`config.mk`:
```
export PLATFORM = sky130hd
export DESIGN_NAME = legacy_keyboard_emulation_regs
export DESIGN_NICKNAME = d
export VERILOG_FILES = /design/src/include/kbd_emul_pkg.sv /design/src/include/kbd_emul_if.sv /design/src/hdl/legacy_port_decode.sv /design/src/hdl/legacy_keyboard_emulation_regs.sv
export VERILOG_INCLUDE_DIRS = /design/src /design/src/include
export SDC_FILE = /design/constraint.sdc
export NUM_CORES = 1
export LEC_CHECK = 0
export BUFFER_PORTS_ARGS = -buffer_cell sky130_fd_sc_hd__buf_2
export CAP_MARGIN = 15
export CORE_ASPECT_RATIO = 1.4
export CORE_MARGIN = 2
export CORE_UTILIZATION = 52
export CTS_BUF_LIST = sky130_fd_sc_hd__clkbuf_2 sky130_fd_sc_hd__clkbuf_4 sky130_fd_sc_hd__clkbuf_8
export DETAILED_ROUTE_END_ITERATION = 12
export PLACE_DENSITY = 0.85
export SYNTH_ARGS = -nofsm -noshare
export SYNTH_HDL_FRONTEND = slang
export SYNTH_SLANG_ARGS = --single-unit
```
`constraint.sdc`:
```
create_clock -name mclk -period 4.56 [get_ports mclk]
set_clock_uncertainty 0.15 [all_clocks]
set_input_delay 0.684 -clock mclk [delete_from_list [all_inputs] [get_ports mclk]]
set_output_delay 0.684 -clock mclk [all_outputs]
set_load 0.01 [all_outputs]
```
`src/include/kbd_emul_cfg.svh`:
```
// Operation
// - With emulation on, port 60h/64h write data lands in the input byte register.
// - Input byte register is readable and writable at operational offset 104h.
// - Memory access to the input byte register only stores or returns data.
// - Input byte sits in bits 7..0; upper bits reserved; all reset to zero.
// - With emulation on, port 60h reads return the output byte register.
// - A port 60h read clears output-full, status bit 0; a software write that sets it in the same cycle wins.
// - Output byte sits in bits 7..0; upper bits reserved, reset zero.
// - With emulation on, port 64h reads return the status register.
// - Port 60h reads and port 60h/64h writes may update status flags.
// - Memory access to the status register has no side effects.
// - Outside a gate A20 sequence, port 60h/64h writes set input-full, except a port 64h write of D1h.
// - Port 60h write clears command/data flag; port 64h write sets it.
// - Port 64h write of D1h sets gate A20 sequence flag; other values clear it.
// - Port 60h/64h decoding works only while the emulation enable bit is set.
`ifndef KBD_EMUL_CFG_SVH
`define KBD_EMUL_CFG_SVH

// ----------------------------------------------------------------------------
// Offsets in operational space and legacy port numbers
// ----------------------------------------------------------------------------
`define KE_OFS_CONTROL   12'h100
`define KE_OFS_INPUT     12'h104
`define KE_OFS_OUTPUT    12'h108
`define KE_OFS_STATUS    12'h10C
`define KE_PORT_DATA     16'h0060
`define KE_PORT_CMD      16'h0064
`define KE_GA20_CMD      8'hD1

// ----------------------------------------------------------------------------
// Field positions and reset values
// ----------------------------------------------------------------------------
`define KE_CTL_EE        0
`define KE_CTL_GATE_A20_SEQUENCE_FLAG     5
`define KE_CTL_WIDTH     9
`define KE_ST_OUT_FULL   0
`define KE_ST_IN_FULL    1
`define KE_ST_CMD_DATA   3
`define KE_BYTE_RESET    8'h00
`define KE_CTL_RESET     9'h000

`endif

```
`src/include/kbd_emul_pkg.sv`:
```
package kbd_emul_pkg;

  typedef logic [7:0] byte_type;

  // Decoded legacy port event of one cycle.
  typedef enum logic [2:0] {
    EV_NONE,
    EV_WR_DATA,
    EV_WR_CMD,
    EV_RD_DATA,
    EV_RD_CMD
  } port_event_type;

endpackage

```
`src/include/kbd_emul_if.sv`:
```
`timescale 1ns/1ps
`default_nettype none

// Carries decoded port events from the decoder to the register core.
interface kbd_emul_if;
  kbd_emul_pkg::port_event_type event_kind;
  kbd_emul_pkg::byte_type       wr_byte;

  modport decoder (output event_kind, output wr_byte);
  modport core    (input event_kind, input wr_byte);
endinterface

`default_nettype wire

```
`src/hdl/legacy_port_decode.sv`:
```
`timescale 1ns/1ps
`default_nettype none
`include "kbd_emul_cfg.svh"

module legacy_port_decode (
  input  wire logic        io_sel,
  input  wire logic        io_wr,
  input  wire logic [15:0] io_addr,
  input  wire logic [7:0]  io_wdata,
  input  wire logic        enable,
  kbd_emul_if.decoder      ev
);

  // ---------------------------------------------------------------------------
  // Port decode
  // ---------------------------------------------------------------------------
  // Decoding is gated by the enable bit so a disabled block sees no events.
  always_comb begin
    ev.wr_byte    = io_wdata;
    ev.event_kind = kbd_emul_pkg::EV_NONE;
    if (io_sel && enable) begin
      if (io_addr == `KE_PORT_DATA) begin
        ev.event_kind = io_wr ? kbd_emul_pkg::EV_WR_DATA : kbd_emul_pkg::EV_RD_DATA;
      end else if (io_addr == `KE_PORT_CMD) begin
        ev.event_kind = io_wr ? kbd_emul_pkg::EV_WR_CMD : kbd_emul_pkg::EV_RD_CMD;
      end
    end
  end

endmodule // legacy_port_decode

`default_nettype wire

```
`src/hdl/legacy_keyboard_emulation_regs.sv`:
```
`timescale 1ns/1ps
`default_nettype none
`include "kbd_emul_cfg.svh"

module legacy_keyboard_emulation_regs (
  input  wire logic        mclk,
  input  wire logic        rst_b,
  input  wire logic        mem_sel,
  input  wire logic        mem_wr,
  input  wire logic [11:0] mem_addr,
  input  wire logic [31:0] mem_wdata,
  output logic      [31:0] mem_rdata,
  output logic             mem_ack,
  input  wire logic        io_sel,
  input  wire logic        io_wr,
  input  wire logic [15:0] io_addr,
  input  wire logic [7:0]  io_wdata,
  output logic      [7:0]  io_rdata,
  output logic             io_ack,
  output logic             emulation_enable_bit,
  output logic             gate_a20_sequence_flag
);

  // ---------------------------------------------------------------------------
  // Storage
  // ---------------------------------------------------------------------------
  logic [7:0]                 input_byte_q;
  logic [7:0]                 output_byte_q;
  logic [7:0]                 status_q;
  logic [`KE_CTL_WIDTH-1:0]   control_q;
  logic [31:0]                mem_rdata_q;
  logic                       mem_ack_q;
  logic [7:0]                 io_rdata_q;
  logic                       io_ack_q;
  logic [7:0]                 status_d;
  logic                       wr_input;
  logic                       wr_output;
  logic                       wr_status;
  logic                       wr_control;
  logic                       port_wr;
  logic                       in_full_hold;

  kbd_emul_if ev ();

  legacy_port_decode u_decode (
    .io_sel   (io_sel),
    .io_wr    (io_wr),
    .io_addr  (io_addr),
    .io_wdata (io_wdata),
    .enable   (control_q[`KE_CTL_EE]),
    .ev       (ev.decoder)
  );

  // Memory write strobe for one offset; used for all four registers.
  function automatic logic mem_hit(input logic [11:0] ofs);
    mem_hit = mem_sel && mem_wr && (mem_addr == ofs);
  endfunction

  assign wr_input   = mem_hit(`KE_OFS_INPUT);
  assign wr_output  = mem_hit(`KE_OFS_OUTPUT);
  assign wr_status  = mem_hit(`KE_OFS_STATUS);
  assign wr_control = mem_hit(`KE_OFS_CONTROL);
  assign port_wr    = (ev.event_kind == kbd_emul_pkg::EV_WR_DATA) ||
                      (ev.event_kind == kbd_emul_pkg::EV_WR_CMD);
  // The D1h command and any write while the sequence runs leave input-full alone.
  assign in_full_hold = control_q[`KE_CTL_GATE_A20_SEQUENCE_FLAG] ||
                        ((ev.event_kind == kbd_emul_pkg::EV_WR_CMD) &&
                         (ev.wr_byte == `KE_GA20_CMD));

  // ---------------------------------------------------------------------------
  // Input byte register
  // ---------------------------------------------------------------------------
  // A port write wins over a same-cycle memory write, since the byte is live data.
  always_ff @(posedge mclk or negedge rst_b) begin
    if (!rst_b) begin
      input_byte_q <= `KE_BYTE_RESET;
    end else if (port_wr) begin
      input_byte_q <= ev.wr_byte;
    end else if (wr_input) begin
      input_byte_q <= mem_wdata[7:0];
    end
  end

  // ---------------------------------------------------------------------------
  // Output byte register
  // ---------------------------------------------------------------------------
  // Only the low byte is kept; reserved bits are not stored and read as zero.
  always_ff @(posedge mclk or negedge rst_b) begin
    if (!rst_b) begin
      output_byte_q <= `KE_BYTE_RESET;
    end else if (wr_output) begin
      output_byte_q <= mem_wdata[7:0];
    end
  end

  // ---------------------------------------------------------------------------
  // Status register
  // ---------------------------------------------------------------------------
  // Software value first, then port events; a software set of output-full
  // beats a same-cycle port read, and a port set of input-full beats a clear.
  always_comb begin
    status_d = wr_status ? mem_wdata[7:0] : status_q;
    case (ev.event_kind)
      kbd_emul_pkg::EV_WR_DATA: begin
        status_d[`KE_ST_CMD_DATA] = 1'b0;
        if (!in_full_hold) begin
          status_d[`KE_ST_IN_FULL] = 1'b1;
        end
      end
      kbd_emul_pkg::EV_WR_CMD: begin
        status_d[`KE_ST_CMD_DATA] = 1'b1;
        if (!in_full_hold) begin
          status_d[`KE_ST_IN_FULL] = 1'b1;
        end
      end
      kbd_emul_pkg::EV_RD_DATA: begin
        if (!(wr_status && mem_wdata[`KE_ST_OUT_FULL])) begin
          status_d[`KE_ST_OUT_FULL] = 1'b0;
        end
      end
      default: begin
      end
    endcase
  end

  always_ff @(posedge mclk or negedge rst_b) begin
    if (!rst_b) begin
      status_q <= `KE_BYTE_RESET;
    end else begin
      status_q <= status_d;
    end
  end

  // ---------------------------------------------------------------------------
  // Control register
  // ---------------------------------------------------------------------------
  // The sequence flag follows every command write; hardware wins over software.
  always_ff @(posedge mclk or negedge rst_b) begin
    if (!rst_b) begin
      control_q <= `KE_CTL_RESET;
    end else begin
      if (wr_control) begin
        control_q <= mem_wdata[`KE_CTL_WIDTH-1:0];
      end
      if (ev.event_kind == kbd_emul_pkg::EV_WR_CMD) begin
        control_q[`KE_CTL_GATE_A20_SEQUENCE_FLAG] <= (ev.wr_byte == `KE_GA20_CMD);
      end
    end
  end

  // ---------------------------------------------------------------------------
  // Memory read path
  // ---------------------------------------------------------------------------
  // Reads answer one cycle later and never touch any flag.
  always_ff @(posedge mclk or negedge rst_b) begin
    if (!rst_b) begin
      mem_rdata_q <= 32'h00000000;
      mem_ack_q   <= 1'b0;
    end else begin
      mem_ack_q <= mem_sel;
      case (mem_addr)
        `KE_OFS_CONTROL: mem_rdata_q <= {23'h000000, control_q};
        `KE_OFS_INPUT:   mem_rdata_q <= {24'h000000, input_byte_q};
        `KE_OFS_OUTPUT:  mem_rdata_q <= {24'h000000, output_byte_q};
        `KE_OFS_STATUS:  mem_rdata_q <= {24'h000000, status_q};
        default:         mem_rdata_q <= 32'h00000000;
      endcase
    end
  end

  // ---------------------------------------------------------------------------
  // Legacy port read path
  // ---------------------------------------------------------------------------
  // Only decoded port reads and writes are acknowledged; a disabled block leaves the cycle alone.
  always_ff @(posedge mclk or negedge rst_b) begin
    if (!rst_b) begin
      io_rdata_q <= 8'h00;
      io_ack_q   <= 1'b0;
    end else begin
      io_ack_q <= (ev.event_kind != kbd_emul_pkg::EV_NONE);
      case (ev.event_kind)
        kbd_emul_pkg::EV_RD_DATA: io_rdata_q <= output_byte_q;
        kbd_emul_pkg::EV_RD_CMD:  io_rdata_q <= status_q;
        default:                  io_rdata_q <= 8'h00;
      endcase
    end
  end

  assign mem_rdata              = mem_rdata_q;
  assign mem_ack                = mem_ack_q;
  assign io_rdata               = io_rdata_q;
  assign io_ack                 = io_ack_q;
  assign emulation_enable_bit   = control_q[`KE_CTL_EE];
  assign gate_a20_sequence_flag = control_q[`KE_CTL_GATE_A20_SEQUENCE_FLAG];
endmodule // legacy_keyboard_emulation_regs

`default_nettype wire

```
==> impl_metrics.toml, run 1 <==
[power_and_ir_drop]
p_leak_nw = 1.54
internal-power_w = 0.000597
p_sw_w = 0.000184
seqPwrFrac = 0.592
swShare = 0.235
p_clk_frac = 0.323
vdd.ir_drop.worst_mv = 0.125
power_density_nw_per_um2 = 261
comb_power_share = 0.085

[setup_path]
cp_max_fo = 11
cp.required_ns = 4.61
critical_path.cell_chain = "buf_2, nor4b_1, nand4_1, or3_1, o31a_1"
cp-end-kind = "register"
critPathMaxStageDelay_ns = 0.70
worstSetupStartpointType = "input port"
crit_type = "in2reg"
cpMaxStageDelayCell = "or3_1"
cp_data_arrival_time_ns = 2.54

[logic_synthesis]
synth_cells = 210
synth_async_sr_flop_share = 1.00
ys_seq_area_frac = 0.500
synth_seq_cells = 52
synth-edff-count = 0
yosys.cell_types.count = 31
yosysWarnings = 0
avgSynthCellArea_um2 = 12.4
netlist_area_um2 = 2600
synth_ff_type = "dfrtp_1"

[placed_design]
placedCellCount = 336
place_congestion = 0.751
hpwl_um = 3950
port_buffers = 71

[timing]
fmax_mhz = 402
timing.setup.tns_ns = 0
report.final.slew_viol_count = 0
finalSetupViolCount = 0
relSlewSlack = 0.538
hold_viol = 0
worstMarginPinSlew_ns = 0.688
rsz0062_at_grt = "false"
finalCritPeriodShare = 0.545
fin_crit_ns = 2.49

[grt]
grt_pass1_vias = 1848
grt_max_degree = 53
grt_pass1_wl_um = 8740
groute.usage.overall = 0.208
grt_antenna_before_repair = 0
overflow = 0

[final_layout]
drive_gt1_frac = 0.398
fin_cells = 343
fill_cells = 386
syn_to_final_growth_pct = 15.2
num_antenna_cells = 0
fin_nets = 353

[drt]
vias = 1828
route.detailed.wl_per_inst_um = 15.6
dr.pass1.iters = 4
ant_nets = 0
wl_um = 5360
drtIter0Drc = 79
drc_errors = 0
via_per_inst = 5.33

[clock_tree]
h-tree-depth = 2
root_buffer = "clkbuf_8"
clk_pin_slew_ns = 0.09
cts.repair.resized = 0
cts_buffers = 5
postCtsHoldBufs = 0
clock_path_buffers = 2
cts_sinks = 52
cts_tree = "done"
clk_latency_ns = 0.31
post_cts_buffers = 0

[floorplanning]
fp.dieH_um = 87.7
die_area_um2 = 5590
fp.dieW_um = 63.8
num_rows = 30
initial_core_util = 0.537
core_um2 = 4840
io_pins = 118

[hold_path]
worst_hold_path_type = "in2async"

[flow_run]
cap_violations = 0

[status]
status = "finished, final reports clean"
-- Yosys cell counts (2+ instances only) --
cell type  instances  share of area
dfrtp_1           52           0.50
nor4_4             2          0.016
mux4_2             8          0.069
inv_1              2         0.0029
nand4_1            4         0.0096
mux2i_1           18          0.069
nor4b_1            3          0.010
nor3_1             8          0.015
and4_1             3          0.010
nor2_1            12          0.017
a21oi_1            7          0.013
nor4bb_1           3          0.012
nor2b_1            7          0.017
buf_4             23          0.066
nand2_1           16          0.023
buf_2              5         0.0096
or3_1              2         0.0048
mux2_2            20          0.087
clkbuf_1           3         0.0043
-- placed cells by master (no fill, tap or decap), drive strengths merged, types with 2 or more instances in the layout --
master	instances
or3	2
mux2	20
mux4	8
nand4	4
nor2	12
inv	2
conb	23
buf	72
nor2b	7
clkbuf	6
and4	3
mux2i	18
nor4bb	3
a21oi	7
nor4b	4
nor4	2
dfrtp	52
nor3	8
nand2	16
-- state kept, by name (all words and copies together) (netlist names), named ones only --
signal         flops
control_q          9
mem_rdata          9
input_byte_q       8
io_rdata           8
output_byte_q      8
status_q           7
io_ack             1
mem_ack            1
-- critical path, delay by kind of cell --
family / cells / cell delay (ns)
AO/OA/AOI/OAI: 1 / 0.35
AND/OR/NAND/NOR: 3 / 1.41
buffers and inverters: 1 / 0.09
-- path summary, 6_finish.rpt --
kind	startpoint	cells after the start	to	slack, ns
min	rst_b	2	mem_rdata[0]$_DFF_PN0_	0.33
max reg2reg	control_q[0]$_DFFE_PN0P_	4	register	2.21
min reg2reg	status_q[6]$_DFFE_PN0P_	2	status_q[6]$_DFFE_PN0P_	0.36
max	io_addr[12]	5	register	2.07
max in group asynchronous	rst_b	2	status_q[6]$_DFFE_PN0P_	3.50
min in group mclk	status_q[6]$_DFFE_PN0P_	2	status_q[6]$_DFFE_PN0P_	0.36
-- layer usage --
layer  share of wire  vias up  GRT usage
met5               0        -          0
met1            0.37      897      0.224
met3           0.053       17     0.0437
met2            0.53       77      0.373
met4           0.043        0      0.132
li1                -      837          -
-- metrics by stage --
step | total power [W] | setup slack, ns | utilization | cell area, µm² | hold slack, ns
after global placement | 0.000537 | 1.80 | 0.602 | 2910 | 0.320
after global routing | 0.000818 | 1.98 | 0.619 | 3000 | 0.373
after floorplan | 0.000513 | 2.20 | - | 2680 | 0.238
final | 0.000781 | 2.07 | 0.619 | 3000 | 0.325
after CTS | 0.000790 | 2.08 | 0.619 | 3000 | 0.343
after detailed placement | 0.000538 | 1.74 | 0.602 | 2910 | 0.337
-- power groups by stage --
stage / Clock [W] / Sequential (W) / Combinational [W]
finish: 0.000253 / 0.000462 / 0.0000665
global route: 0.000282 / 0.000463 / 0.0000737
CTS: 0.000261 / 0.000462 / 0.0000672
detailed placement: 0 / 0.000472 / 0.0000668
global placement: 0 / 0.000471 / 0.0000653
floorplan: 0 / 0.000472 / 0.0000410
-- layout make-up --
cell class	count	area, µm²	area share
clock inverter	1	5.00	0.00167
sequential	52	1300	0.434
multi-input combinational	146	1160	0.388
inverter	2	7.51	0.00251
timing repair buffer	72	363	0.121
tap	64	80.1	0.0267
clock buffer	6	76.3	0.0255
-- cell families (layout without fill, tap and decap cells) --
group                  count (synthesis)  count (layout)  synth area share
other                                  1              23           0.00144
AND/OR/NAND/NOR                       66              66             0.164
AO/OA/AOI/OAI                         11              11            0.0245
multiplexers                          46              46             0.225
buffers and inverters                 34              81            0.0847
flip-flops                            52              52             0.500
No activity file was read; power rests on OpenSTA's default activity.
==> run 2, diff against run 1 <==
Settings changed: ABC_AREA from default to 1, CORE_UTILIZATION 52 to 45, PLACE_DENSITY 0.85 to 0.77.
Clock period 4.56 ns to 2.1 ns, I/O delays scaled along.
==> impl_metrics.toml, run 2 <==
[logic_synthesis]
synth_seq_cells = 52
synth_fa_ha_area_frac = 0
yosys.area_share.simple = 0.293
netlist_top_cells_count = "dfrtp_1 (52), nand2_1 (48), inv_1 (44), nor2_1 (34), nand3_1 (29)"
synth_async_sr_flop_share = 1.00
synth_mux_area_frac = 0
yosysWarnings = 0
synth_top_family_by_area = "simple AND/OR/NAND/NOR gates"
synth_ff_type = "dfrtp_1"
synth_most_common_cell = "dfrtp_1"
synthTopCellsByArea = "dfrtp_1 (47%), nand2_1 (6.5%), buf_4 (6.2%), nand4_1 (6.0%), inv_1 (5.9%)"
synth_compound_area_frac = 0.0945
netlist_area_um2 = 2790
ys_seq_area_frac = 0.466
avgSynthCellArea_um2 = 8.54
synth_xor_area_frac = 0
synth_top_area_frac = 0.466
synth_cells = 327
synth-edff-count = 0
yosysTopAreaCell = "dfrtp_1"
yosys.cell_types.count = 28

[timing]
fin_crit_ns = 1.79
finalSetupViolCount = 0
timing.setup.tns_ns = 0
hold_viol = 0
finalCritPeriodShare = 0.851
rsz0062_at_grt = "false"
hold_ws_ns = 0.0960
report.final.slew_viol_count = 0
worst_slack_ns = 0.313
fmax_mhz = 560

[clock_tree]
postCtsHoldBufs = 2
cts.repair.resized = 0
root_buffer = "clkbuf_8"
post_cts_buffers = 0
cts_buffers = 5
cts_sinks = 52
cts_tree = "done"
clk_pin_slew_ns = 0.09
h-tree-depth = 2
clock_path_buffers = 2
clk_latency_ns = 0.30

[power_and_ir_drop]
power_density_nw_per_um2 = 529
vdd.ir_drop.worst_mv = 0.250
p_leak_nw = 1.74

[grt]
overflow = 0
grt_max_degree = 53
grt_pass1_wl_um = 10000
grt_antenna_before_repair = 0
groute.usage.overall = 0.177
grt_pass1_vias = 2285

[final_layout]
fin_nets = 485
syn_to_final_growth_pct = 19.0
num_antenna_cells = 0
fill_cells = 578
layout_common_cells = "buf_2 (71), dfrtp_1 (52), nand2_1 (48)"
drive_gt1_frac = 0.284
final_common_cell = "buf_2"
postLayoutCoreUtil = 0.542

[setup_path]
cpMostUsedCell = "nand2_1"
critPathMaxStageDelay_ns = 0.52
critical_path.cell_chain = "dlygate4sd3_1, buf_2, nand2_1, inv_1, buf_4, nand4_4, a21oi_1, nand2_1"
crit_type = "in2reg"
worstSetupStartpointType = "input port"
path_buf_inv = 4
cp_data_arrival_time_ns = 1.83
cp-end-kind = "register"
cp.required_ns = 2.15
critical_path.top_delay_family = "buffers and inverters"
cp_max_fo = 15
cpMaxStageDelayCell = "dlygate4sd3_1"

[floorplanning]
fp.dieW_um = 70.6
core_um2 = 6130
io_pins = 118
fp.dieH_um = 97.2
num_rows = 34
initial_core_util = 0.456
die_area_um2 = 6860

[drt]
route.detailed.wl_per_inst_um = 12.5
vias = 2462
drtIter0Drc = 116
ant_nets = 0
via_per_inst = 5.09
dr.pass1.iters = 4
drc_errors = 0
wl_um = 6060

[status]
status = "finished, final reports clean"

[placed_design]
place_congestion = 0.841
port_buffers = 71
place_worst_setup_slack_ns = 0.196
hpwl_um = 4720

[hold_path]
worst_hold_path_type = "in2reg"

[flow_run]
cap_violations = 0
-- run 2: power breakdown --
| part | switching [W] | total, W | internal (W) |
|---|---|---|---|
| Combinational | 0.000100 | 0.000156 | 0.0000555 |
| Clock | 0.000317 | 0.000598 | 0.000281 |
| Sequential | 0.00000105 | 0.00100 | 0.00100 |
-- run 2: final timing paths --
check	from	to	slack (ns)	cells past startpoint
worst min register to register	output_byte_q[4]$_DFFE_PN0P_	output_byte_q[4]$_DFFE_PN0P_	0.34	2
worst max-delay path	mem_sel	status_q[1]$_DFF_PN0_	0.31	8
max in group asynchronous	rst_b	io_rdata[7]$_DFF_PN0_	1.19	3
min in group asynchronous	rst_b	mem_rdata[8]$_DFF_PN0_	0.37	3
worst max register to register	control_q[0]$_DFFE_PN0P_	input_byte_q[4]$_DFFE_PN0P_	0.48	6
worst min-delay path	io_wdata[5]	input_byte_q[5]$_DFFE_PN0P_	0.1	3
-- run 2: area by class of cell --
type	instances	area (µm²)	area share
clock buffer	7	90.1	0.0271
clock inverter	1	7.51	0.00226
inverter	46	173	0.0520
multi-input combinational	219	1170	0.351
sequential	52	1300	0.392
tap	72	90.1	0.0271
timing repair buffer	87	493	0.148
-- run 2: worst register-to-register path, cell delays in order, from the launching register on --
cell,delay (ns)
dfrtp_1,0.42
nand2_1,0.10
inv_1,0.14
nand4_2,0.27
buf_4,0.27
nand4_1,0.09
nand3_1,0.08
-- run 2: per-layer routing --
layer | GRT usage | vias up | wire length, µm
met1 | 0.218 | 1150 | 2400
met4 | 0.0479 | 0 | 72
met3 | 0.0218 | 6 | 370
met2 | 0.324 | 94 | 3210
met5 | 0 | - | 0
li1 | - | 1212 | -
-- run 2: through the flow --
step                total power (W)  instances  cell area (µm²)
floorplan                   0.00112        349             2880
global placement            0.00117        474             3200
detailed placement          0.00118        474             3200
CTS                         0.00178        484             3320
global route                0.00182        484             3320
finish                      0.00176        484             3320
-- run 2: kinds of logic (layout without fill, tap and decap cells) --
kind of cell,Yosys count,in the layout
other,1,23
buffers and inverters,78,141
AOI/OAI and AO/OA,42,42
DFF,52,52
and+or+nand+nor,154,154
